### src/rtl/pfsw_pkg.sv
`default_nettype none
package pfsw_pkg;
   // Array geometry
   localparam int ADDR_W = 13;
   localparam int DATA_W = 14;
   localparam int FLASH_WORDS = 8192;
   localparam int LATCHES = 8;
   localparam int LAT_IDX_W = 3;
   localparam int ROW_WORDS = 32;
   localparam int ROW_IDX_W = 5;

   // Register byte offsets
   localparam logic [7:0] OFF_CTRL = 8'h00;
   localparam logic [7:0] OFF_KEY = 8'h04;
   localparam logic [7:0] OFF_ADDR_LOW = 8'h08;
   localparam logic [7:0] OFF_ADDR_HIGH = 8'h0C;
   localparam logic [7:0] OFF_DATA_LOW = 8'h10;
   localparam logic [7:0] OFF_DATA_HIGH = 8'h14;
   localparam logic [7:0] OFF_STATUS = 8'h18;

   // Control register bit positions
   localparam int CTRL_START = 0;
   localparam int CTRL_WRITE_ENABLE_BIT = 2;
   localparam int CTRL_ROW_ERASE = 4;
   localparam int CTRL_LATCH_ONLY = 5;
   localparam int CTRL_CFG_SPACE = 6;
   localparam int CTRL_PGM_SPACE = 7;

   // Status register bit positions
   localparam int STAT_BUSY = 0;
   localparam int STAT_STALL = 1;
   localparam int STAT_KEY_FIRST = 2;
   localparam int STAT_KEY_ARMED = 3;

   // Unlock key bytes and erased value
   localparam logic [7:0] KEY_FIRST = 8'h55;
   localparam logic [7:0] KEY_SECOND = 8'hAA;
   localparam logic [DATA_W-1:0] ERASED_WORD = 14'h3FFF;

   // Reset values
   localparam logic [7:0] CTRL_RST = 8'h00;
   localparam logic [7:0] BYTE_RST = 8'h00;

   // Timing
   localparam int CLK_PERIOD_NS = 10;
   localparam int SETUP_CYCLES = 2;
   localparam int ERASE_TIME_MS = 2;
   localparam int WRITE_TIME_MS = 2;
   localparam int ERASE_CYCLES_DFLT = (ERASE_TIME_MS * 1000000) / CLK_PERIOD_NS;
   localparam int WRITE_CYCLES_DFLT = (WRITE_TIME_MS * 1000000) / CLK_PERIOD_NS;

   typedef enum logic [1:0] {
      ST_IDLE = 2'b00,
      ST_SETUP = 2'b01,
      ST_RUN = 2'b10,
      ST_WAIT = 2'b11
   } pfsw_state_type;

   typedef enum logic [1:0] {
      KEY_NONE = 2'b00,
      KEY_GOT_FIRST = 2'b01,
      KEY_ARMED = 2'b10
   } pfsw_key_type;
endpackage : pfsw_pkg
`default_nettype wire

### src/rtl/pfsw_flash_if.sv
`timescale 1ns/10ps
`default_nettype none
interface pfsw_flash_if;
   import pfsw_pkg::*;
   logic ld_en;
   logic [LAT_IDX_W-1:0] ld_idx;
   logic [DATA_W-1:0] ld_data;
   logic lat_clr;
   logic [DATA_W-1:0] lat_word [LATCHES];
   logic erase_go;
   logic prog_go;
   logic [ADDR_W-1:0] op_addr;
   logic op_done;

   modport ctrl (output ld_en, ld_idx, ld_data, erase_go, prog_go, op_addr, input op_done);
   modport latch (input ld_en, ld_idx, ld_data, lat_clr, output lat_word);
   modport array (input erase_go, prog_go, op_addr, lat_word, output op_done, lat_clr);
endinterface : pfsw_flash_if
`default_nettype wire

### src/rtl/pfsw_latches.sv
`timescale 1ns/10ps
`default_nettype none
module pfsw_latches
   import pfsw_pkg::*;
(
   // Clock and reset
   input wire logic mclk,
   input wire logic rst,
   // Latch side of the flash link
   pfsw_flash_if.latch fl
);
   genvar i;
   generate
      for (i = 0; i < LATCHES; i++) begin : g_latch
         logic [DATA_W-1:0] word_q;
         always_ff @(posedge mclk) begin
            if (rst || fl.lat_clr) begin
               word_q <= ERASED_WORD;
            end else if (fl.ld_en && fl.ld_idx == LAT_IDX_W'(i)) begin
               word_q <= fl.ld_data;
            end
         end
         assign fl.lat_word[i] = word_q;
      end
   endgenerate
endmodule : pfsw_latches
`default_nettype wire

### src/rtl/pfsw_array.sv
`timescale 1ns/10ps
`default_nettype none
module pfsw_array
   import pfsw_pkg::*;
#(
   parameter int unsigned ERASE_CYCLES = ERASE_CYCLES_DFLT,
   parameter int unsigned WRITE_CYCLES = WRITE_CYCLES_DFLT
) (
   // Clock and reset
   input wire logic mclk,
   input wire logic rst,
   // Array side of the flash link
   pfsw_flash_if.array fl
);
   logic [DATA_W-1:0] mem [FLASH_WORDS];
   logic [31:0] cnt_q;
   logic busy_q;
   logic erase_q;
   logic [ADDR_W-1:0] addr_q;
   logic finish;

   assign finish = busy_q && cnt_q == 32'h0000_0000;

   always_ff @(posedge mclk) begin
      if (rst) begin
         busy_q <= 1'b0;
         erase_q <= 1'b0;
         cnt_q <= 32'h0000_0000;
         addr_q <= '0;
      end else if (!busy_q && (fl.erase_go || fl.prog_go)) begin
         busy_q <= 1'b1;
         erase_q <= fl.erase_go;
         addr_q <= fl.op_addr;
         cnt_q <= fl.erase_go ? ERASE_CYCLES - 32'd1 : WRITE_CYCLES - 32'd1;
      end else if (finish) begin
         busy_q <= 1'b0;
      end else if (busy_q) begin
         cnt_q <= cnt_q - 32'd1;
      end
   end

   // Whole row erase or whole latch block program
   always_ff @(posedge mclk) begin
      if (finish) begin
         if (erase_q) begin
            for (int r = 0; r < ROW_WORDS; r++) begin
               mem[{addr_q[ADDR_W-1:ROW_IDX_W], ROW_IDX_W'(r)}] <= ERASED_WORD;
            end
         end else begin
            for (int w = 0; w < LATCHES; w++) begin
               // Programming only clears bits; no implicit erase
               mem[{addr_q[ADDR_W-1:LAT_IDX_W], LAT_IDX_W'(w)}] <=
                  mem[{addr_q[ADDR_W-1:LAT_IDX_W], LAT_IDX_W'(w)}] & fl.lat_word[w];
            end
         end
      end
   end

   always_ff @(posedge mclk) begin
      if (rst) begin
         fl.op_done <= 1'b0;
         fl.lat_clr <= 1'b0;
      end else begin
         fl.op_done <= finish;
         fl.lat_clr <= finish && !erase_q;
      end
   end
endmodule : pfsw_array
`default_nettype wire

### src/rtl/pfsw_top.sv
// Local design decisions: the APB register port and the placing of the registers.
`timescale 1ns/10ps
`default_nettype none
module pfsw_top
   import pfsw_pkg::*;
#(
   parameter int unsigned ERASE_CYCLES = ERASE_CYCLES_DFLT,
   parameter int unsigned WRITE_CYCLES = WRITE_CYCLES_DFLT
) (
   // Clock and reset
   input wire logic mclk,
   input wire logic rst,
   // APB slave
   input wire logic psel,
   input wire logic penable,
   input wire logic pwrite,
   input wire logic [7:0] paddr,
   input wire logic [31:0] pwdata,
   output logic [31:0] prdata,
   output logic pready,
   output logic pslverr,
   // Processor execution control
   output logic cpu_stall,
   output logic cpu_resume
);
   pfsw_flash_if fl ();

   pfsw_latches u_latches (
      .mclk(mclk),
      .rst(rst),
      .fl(fl.latch)
   );

   pfsw_array #(
      .ERASE_CYCLES(ERASE_CYCLES),
      .WRITE_CYCLES(WRITE_CYCLES)
   ) u_array (
      .mclk(mclk),
      .rst(rst),
      .fl(fl.array)
   );

   // Bus handshake
   logic pready_q;
   logic pslverr_q;
   logic [31:0] prdata_q;
   logic access;
   logic wr_take;
   logic [31:0] rd_val;
   logic hit;

   // Register state
   logic start_q;
   logic write_enable_bit_q;
   logic row_erase_q;
   logic latches_only_select_q;
   logic config_space_select_q;
   logic program_space_select_q;
   logic [7:0] flash_addr_low_q;
   logic [7:0] flash_addr_high_q;
   logic [7:0] flash_data_low_q;
   logic [7:0] flash_data_high_q;
   pfsw_key_type key_q;
   pfsw_state_type state_q;
   logic [1:0] setup_cnt_q;
   logic stall_q;
   logic resume_q;
   logic ld_en_q;
   logic erase_go_q;
   logic prog_go_q;

   // Decoded write events
   logic wr_ctrl;
   logic wr_key;
   logic start_req;
   logic launch;
   logic busy;
   logic [ADDR_W-1:0] full_addr;

   assign access = psel && penable && !pready_q;
   assign wr_take = psel && penable && pready_q && pwrite;
   assign wr_ctrl = wr_take && paddr == OFF_CTRL;
   assign wr_key = wr_take && paddr == OFF_KEY;
   assign busy = state_q != ST_IDLE;
   assign full_addr = ADDR_W'({flash_addr_high_q, flash_addr_low_q});
   assign start_req = wr_ctrl && pwdata[CTRL_START];
   assign launch = start_req && key_q == KEY_ARMED && !busy && pwdata[CTRL_WRITE_ENABLE_BIT]
                   && pwdata[CTRL_PGM_SPACE] && !pwdata[CTRL_CFG_SPACE];

   assign pready = pready_q;
   assign pslverr = pslverr_q;
   assign prdata = prdata_q;
   assign cpu_stall = stall_q;
   assign cpu_resume = resume_q;

   assign fl.ld_en = ld_en_q;
   assign fl.ld_idx = full_addr[LAT_IDX_W-1:0];
   assign fl.ld_data = {flash_data_high_q[DATA_W-9:0], flash_data_low_q};
   assign fl.erase_go = erase_go_q;
   assign fl.prog_go = prog_go_q;
   assign fl.op_addr = full_addr;

   // Read mux
   always_comb begin
      rd_val = 32'h0000_0000;
      hit = 1'b1;
      unique case (paddr)
         OFF_CTRL: begin
            rd_val[CTRL_START] = start_q;
            rd_val[CTRL_WRITE_ENABLE_BIT] = write_enable_bit_q;
            rd_val[CTRL_ROW_ERASE] = row_erase_q;
            rd_val[CTRL_LATCH_ONLY] = latches_only_select_q;
            rd_val[CTRL_CFG_SPACE] = config_space_select_q;
            rd_val[CTRL_PGM_SPACE] = program_space_select_q;
         end
         OFF_KEY: rd_val = 32'h0000_0000;
         OFF_ADDR_LOW: rd_val[7:0] = flash_addr_low_q;
         OFF_ADDR_HIGH: rd_val[7:0] = flash_addr_high_q;
         OFF_DATA_LOW: rd_val[7:0] = flash_data_low_q;
         OFF_DATA_HIGH: rd_val[7:0] = flash_data_high_q;
         OFF_STATUS: begin
            rd_val[STAT_BUSY] = busy;
            rd_val[STAT_STALL] = stall_q;
            rd_val[STAT_KEY_FIRST] = key_q == KEY_GOT_FIRST;
            rd_val[STAT_KEY_ARMED] = key_q == KEY_ARMED;
         end
         default: hit = 1'b0;
      endcase
   end

   // One wait state, then ready for one cycle
   always_ff @(posedge mclk) begin
      if (rst) begin
         pready_q <= 1'b0;
         pslverr_q <= 1'b0;
         prdata_q <= 32'h0000_0000;
      end else begin
         pready_q <= access;
         pslverr_q <= access && !hit;
         prdata_q <= (access && !pwrite) ? rd_val : 32'h0000_0000;
      end
   end

   // Address and data byte registers
   always_ff @(posedge mclk) begin
      if (rst) begin
         flash_addr_low_q <= BYTE_RST;
         flash_addr_high_q <= BYTE_RST;
         flash_data_low_q <= BYTE_RST;
         flash_data_high_q <= BYTE_RST;
      end else if (wr_take) begin
         if (paddr == OFF_ADDR_LOW) begin
            flash_addr_low_q <= pwdata[7:0];
         end
         if (paddr == OFF_ADDR_HIGH) begin
            flash_addr_high_q <= {3'h0, pwdata[4:0]};
         end
         if (paddr == OFF_DATA_LOW) begin
            flash_data_low_q <= pwdata[7:0];
         end
         if (paddr == OFF_DATA_HIGH) begin
            flash_data_high_q <= {2'h0, pwdata[5:0]};
         end
      end
   end

   // Unlock key: any other write breaks the sequence
   always_ff @(posedge mclk) begin
      if (rst) begin
         key_q <= KEY_NONE;
      end else if (wr_key) begin
         if (pwdata[7:0] == KEY_FIRST) begin
            key_q <= KEY_GOT_FIRST;
         end else if (pwdata[7:0] == KEY_SECOND && key_q == KEY_GOT_FIRST) begin
            key_q <= KEY_ARMED;
         end else begin
            key_q <= KEY_NONE;
         end
      end else if (wr_take) begin
         key_q <= KEY_NONE;
      end
   end

   // Control register; frozen while an operation runs
   always_ff @(posedge mclk) begin
      if (rst) begin
         start_q <= CTRL_RST[CTRL_START];
         write_enable_bit_q <= CTRL_RST[CTRL_WRITE_ENABLE_BIT];
         row_erase_q <= CTRL_RST[CTRL_ROW_ERASE];
         latches_only_select_q <= CTRL_RST[CTRL_LATCH_ONLY];
         config_space_select_q <= CTRL_RST[CTRL_CFG_SPACE];
         program_space_select_q <= CTRL_RST[CTRL_PGM_SPACE];
      end else if (fl.op_done) begin
         start_q <= 1'b0;
         row_erase_q <= 1'b0;
      end else if (wr_ctrl && !busy) begin
         write_enable_bit_q <= pwdata[CTRL_WRITE_ENABLE_BIT];
         row_erase_q <= pwdata[CTRL_ROW_ERASE];
         latches_only_select_q <= pwdata[CTRL_LATCH_ONLY];
         config_space_select_q <= pwdata[CTRL_CFG_SPACE];
         program_space_select_q <= pwdata[CTRL_PGM_SPACE];
         // Latch-only loads finish at once, start never reads back set
         start_q <= launch && (pwdata[CTRL_ROW_ERASE] || !pwdata[CTRL_LATCH_ONLY]);
      end
   end

   // Latch load on every launched non-erase start
   always_ff @(posedge mclk) begin
      if (rst) begin
         ld_en_q <= 1'b0;
      end else begin
         ld_en_q <= launch && !pwdata[CTRL_ROW_ERASE];
      end
   end

   // Operation sequencer
   always_ff @(posedge mclk) begin
      if (rst) begin
         state_q <= ST_IDLE;
         setup_cnt_q <= 2'h0;
         erase_go_q <= 1'b0;
         prog_go_q <= 1'b0;
      end else begin
         erase_go_q <= 1'b0;
         prog_go_q <= 1'b0;
         unique case (state_q)
            ST_IDLE: begin
               if (launch && (pwdata[CTRL_ROW_ERASE] || !pwdata[CTRL_LATCH_ONLY])) begin
                  state_q <= ST_SETUP;
                  setup_cnt_q <= 2'(SETUP_CYCLES - 1);
               end
            end
            ST_SETUP: begin
               if (setup_cnt_q == 2'h0) begin
                  state_q <= ST_RUN;
               end else begin
                  setup_cnt_q <= setup_cnt_q - 2'h1;
               end
            end
            ST_RUN: begin
               erase_go_q <= row_erase_q;
               prog_go_q <= !row_erase_q;
               state_q <= ST_WAIT;
            end
            ST_WAIT: begin
               if (fl.op_done) begin
                  state_q <= ST_IDLE;
               end
            end
         endcase
      end
   end

   // Stall from end of setup until the array finishes
   always_ff @(posedge mclk) begin
      if (rst) begin
         stall_q <= 1'b0;
         resume_q <= 1'b0;
      end else begin
         resume_q <= fl.op_done;
         if (state_q == ST_SETUP && setup_cnt_q == 2'h0) begin
            stall_q <= 1'b1;
         end else if (fl.op_done) begin
            stall_q <= 1'b0;
         end
      end
   end
endmodule : pfsw_top
`default_nettype wire

### config.mk
export PLATFORM = sky130hd
export DESIGN_NAME = pfsw_top
export DESIGN_NICKNAME = d
export VERILOG_FILES = /design/src/rtl/pfsw_pkg.sv /design/src/rtl/pfsw_flash_if.sv /design/src/rtl/pfsw_latches.sv /design/src/rtl/pfsw_array.sv /design/src/rtl/pfsw_top.sv
export SDC_FILE = /design/constraint.sdc
export NUM_CORES = 1
export LEC_CHECK = 0
export BUFFER_PORTS_ARGS = -buffer_cell sky130_fd_sc_hd__buf_4
export CAP_MARGIN = 40
export CORE_ASPECT_RATIO = 1.2
export CORE_MARGIN = 8
export CORE_UTILIZATION = 45
export DETAILED_ROUTE_END_ITERATION = 7
export GPL_ROUTABILITY_DRIVEN = 0
export REMOVE_ABC_BUFFERS = 1
export SETUP_SLACK_MARGIN = 0.3
export SYNTH_ARGS = -nofsm -noshare
export SYNTH_HDL_FRONTEND = slang
export SYNTH_HIERARCHICAL = 1
export SYNTH_SLANG_ARGS = --single-unit
export TNS_END_PERCENT = 30
### constraint.sdc
create_clock -name mclk -period 4.6 [get_ports mclk]
set_input_delay 0.23 -clock mclk [delete_from_list [all_inputs] [get_ports mclk]]
set_output_delay 0.23 -clock mclk [all_outputs]
set_load 0.005 [all_outputs]
Yosys cells after proc, flatten, opt, wreduce, memory -nomap -nowiden
Cells that the tools add are included.
{"block": "word_totals", "rom_bits": 0, "output_inout_bits": 36, "latchBits": 0, "in_bits": 45, "ram_bits": 0, "memories": 0, "reg_bits": 111}
{"block": "classes", "eq_ne": 18, "div_mod_pow": 0, "n_lt_le_gt_ge": 0, "n_mux": 23, "reduce_logical": 54, "multipliers": 0, "add_sub_neg": 2, "shift": 0, "n_bitwise": 4}
{"operator": "$mux 18", "count": 3}
{"operator": "$logic_not 32->1", "count": 1}
{"operator": "$sub 32x1->32 const B", "count": 1}
{"operator": "$eq 8x5->1 const B", "count": 3}
{"operator": "$logic_and 1x1->1", "count": 20}
{"operator": "$pmux 4 s5", "count": 1}
{"operator": "$eq 8x4->1 const B", "count": 2}
{"operator": "$mux 2", "count": 8}
{"operator": "$reduce_and 2->1", "count": 7}
{"operator": "$pmux 1 s6", "count": 2}
{"operator": "$reduce_bool 2->1", "count": 6}
{"operator": "$pmux 1 s5", "count": 2}
{"operator": "$eq 8x3->1 const B", "count": 1}
{"operator": "$eq 8x7->1 const B", "count": 1}
{"operator": "$eq 8x8->1 const B", "count": 1}
{"operator": "$logic_not 1->1", "count": 8}
{"operator": "$logic_not 8->1", "count": 1}
{"operator": "$pmux 2 s4", "count": 1}
{"operator": "$reduce_or 2->1", "count": 4}
{"operator": "$reduce_or 7->1", "count": 1}
{"operator": "$eq 2x2->1 const B", "count": 3}
{"operator": "$ne 2x2->1 const B", "count": 3}
{"operator": "$reduce_and 3->1", "count": 2}
{"operator": "$mux 1", "count": 5}
{"operator": "other kinds (7)", "count": 14}

Depth between registers and ports, before layout
{"block": "logic_depth", "word_depth": 13, "mapped_depth": 9, "mapped_depth_nobuf": 7}

Modules after synthesis
The synthesis kept the hierarchy.
{"module": "pfsw_latches", "area_per_inst_um2": 4339.2, "cells_per_inst": 404, "seq_area_each_um2": 2242.2, "instances": 1}
{"module": "pfsw_top", "area_per_inst_um2": 2751.4, "cells_per_inst": 309, "seq_area_each_um2": 1081.0, "instances": 1}
{"module": "pfsw_array", "area_per_inst_um2": 1721.7, "cells_per_inst": 192, "seq_area_each_um2": 720.7, "instances": 1}

Least setup slack after synthesis
Ideal clock, no wire load.
{"block": "synth_path", "kind": "reg2reg", "start": "register u_array.cnt_q[8]", "end": "register u_array.cnt_q[4]", "required_time_ps": 4458, "t_arrival_ps": 2447, "path_stages_with_launch": 9, "path_buffers": 2, "path_slack_ps": 2011, "synth_period_minus_slack_ps": 2589, "cell_sequence": "dfxtp_1 or4_4 or4_4 or4_4 buf_6 buf_6 o2111ai_1 xor2_1 a21oi_1"}
{"block": "synth_via", "elab_chain_len": 4}
{"item": "from (decl)", "line_no": "pfsw_array.sv:16", "rtl": "logic [31:0] cnt_q;"}
{"item": "from (signal assigned)", "line_no": "pfsw_array.sv:34", "rtl": "cnt_q <= fl.erase_go ? ERASE_CYCLES - 32'd1 : WRITE_CYCLES - 32'd1;"}
{"item": "from (signal assigned)", "line_no": "pfsw_array.sv:38", "rtl": "cnt_q <= cnt_q - 32'd1;"}
{"item": "$logic_not 32->1", "line_no": "pfsw_array.sv:22", "rtl": "assign finish = busy_q && cnt_q == 32'h0000_0000;"}
{"item": "$logic_and 1x1->1", "line_no": "pfsw_array.sv:22"}
{"item": "$ne 2x2->1 (no source line)"}
{"item": "$reduce_and 2->1 (no source line)"}
Every way passes these cells.
A chain may end at the register's enable or synchronous reset.

Worst setup path in the final report
{"block": "layout_path", "start": "register u_array.cnt_q[8]", "end": "register u_array.cnt_q[2]"}
The elaborated chain is that of the path after synthesis.

==> impl_metrics.ini <==
[run_status]
status = completed

[place]
hpwlAfterDp_um = 7040
placed_area_mm2 = 0.00456
dp.cells = 623
portBuffers = 32
post-place-ws_ps = 1900

[clocking]
h-tree-depth = 3
ctsRootBufferMaster = clkbuf_16
clk_pin_slew_ps = 60
post-cts-setup-buffers = 0
insertion_delay_ps = 330
cts_sinks = 87
cts.path.max_buffers = 2
cts_inserted_buffers = 9
cts_tree = yes
hold_buffers = 0
cts_resized = 0

[global_route]
grt_pass1_vias = 3482
gr-max-usage-layer = met2
grt_pass1_wl_um = 16700
met2_usage_pct = 26.6
grt_util_all_layers_pct = 15.6
grt_max_degree = 62
use_met1_pct = 19.1
gr-usage-met3_pct = 3.26
grt_overflow = 0
antenna_found_initial = 0

[finish]
fill_cells = 896
antenna_cells = 0
nets = 564
design_area_mm2 = 0.00495
finalNonFillerCells = 639
area_growth_syn_to_layout_pct = 13.1
drive_gt1_share_pct = 12.8
fin_util_pct = 52.1

[power_and_ir_drop]
p_leak_nw = 2.00
powerDensity_mw_per_mm2 = 358
finalPower_mw = 1.77
ir_drop_mv = 0.255

[sta]
report.final.slew_viol_count = 0
max_freq_mhz = 366
hold_viol_final = 0
final.setup.tns_ps = 0
slew_headroom_pct = 37.3
setup_viol = 0
timing.final.ws_setup_ps = 1870
worst_slew_pin_slew_ps = 928
whs_ps = 179
period_share_pct = 59.4
finClkSkew_ps = 3.59
fin_crit_ps = 2730
grt_setup_unrepaired = no

[hold_path]
hold_path.class = input port to flop
hp-start = pwdata[6]
holdPathEnd = flash_addr_low_q[6]
hold_path_depth = 3

[setup_path]
timing.rr.end = u_array/cnt_q[2]
reg2reg_depth = 6
crit_path_max_fanout = 23
worst_setup_path_end_kind = flop
r2r_slack_ps = 1870
startpoint = u_array/cnt_q[8]
worstSetupPathType = flop to flop
worst-endpoint-required_ps = 4860
rr_startpoint = u_array/cnt_q[8]
cp-start-kind = flop
cp.arrival_ps = 2990

[routing]
first_pass_iters = 4
wirelength_um = 10100
drt-vias-per-instance = 5.66
avgRoutedWirePerCell_um = 15.8
antenna_left = 0
num_vias = 3618
drt_iter0_drc = 182
drc_errors = 0

[synth]
postSynthAreaPerCell_um2 = 8.89
netlist_instances = 493
ys_warn_count = 6
syn-cell-area_mm2 = 0.00438

[job]
cap_violations = 0

[floorplan]
die_w_um = 106
die_area_mm2 = 0.0132
fp-row-count = 39
start_util_pct = 46.0
fp.dieH_um = 124
io_pins = 81
core_area_mm2 = 0.00952
## worst max-delay path: stages, from the launching register on
cell     delay [ps]
dfxtp_1         350
or4_4           580
or4_4           440
or4_4           660
o21a_4          290
a21bo_1         190
a31oi_1         150
## layout by cell type (no fill, tap or decap), drive strengths merged, types with 15 or more instances in the layout
cell type and instances:
a21oi 30, nor2 56, nand2 28, nand4 15, buf 33, nor3 15
dfxtp 87, conb 24, xor2 19, mux2i 27
## metal layers
metal | wire, um | share of wire, % | vias up
li1 | - | - | 1788
met3 | 436 | 4.3 | 9
met4 | 124 | 1.2 | 0
met2 | 4920 | 49 | 52
met5 | 0 | 0 | -
met1 | 4620 | 46 | 1769
## flip-flops by register name, summed over array words and instances, names as in the netlist, 2 cells and up
signal and count:
flash_data_low_q 8, prdata 8, flash_data_high_q 6, flash_addr_high_q 5
setup_cnt_q 2, flash_addr_low_q 8, state_q 2, key_q 2
u_array/cnt_q 32
## power breakdown
part | switching [mW] | total (mW) | internal (mW)
Clock | 0.299 | 0.954 | 0.655
Combinational | 0.0450 | 0.0666 | 0.0216
Sequential | 0.000409 | 0.754 | 0.754
## final cells by class
| type | instances | area [um2] | area share, % |
|---|---|---|---|
| clock buffers | 10 | 239 | 4.82 |
| multi-input cells | 367 | 2370 | 47.8 |
| inverters | 13 | 48.8 | 0.985 |
| well taps | 123 | 154 | 3.11 |
| repair buffers | 33 | 248 | 5.00 |
| clock inverters | 6 | 155 | 3.13 |
| flip-flops and latches | 87 | 1740 | 35.2 |
## worst max path at each step
stage / cells after the start / endpoint / slack (ps)
floorplan: 6 / u_array/cnt_q[2] / 2050
global placement: 6 / u_array/cnt_q[2] / 1930
detailed placement: 6 / u_array/cnt_q[17] / 1900
CTS: 6 / u_array/cnt_q[17] / 1890
global route: 5 / u_array/cnt_q[17] / 1660
finish: 6 / u_array/cnt_q[2] / 1870
(Power assumes the default switching activity.)
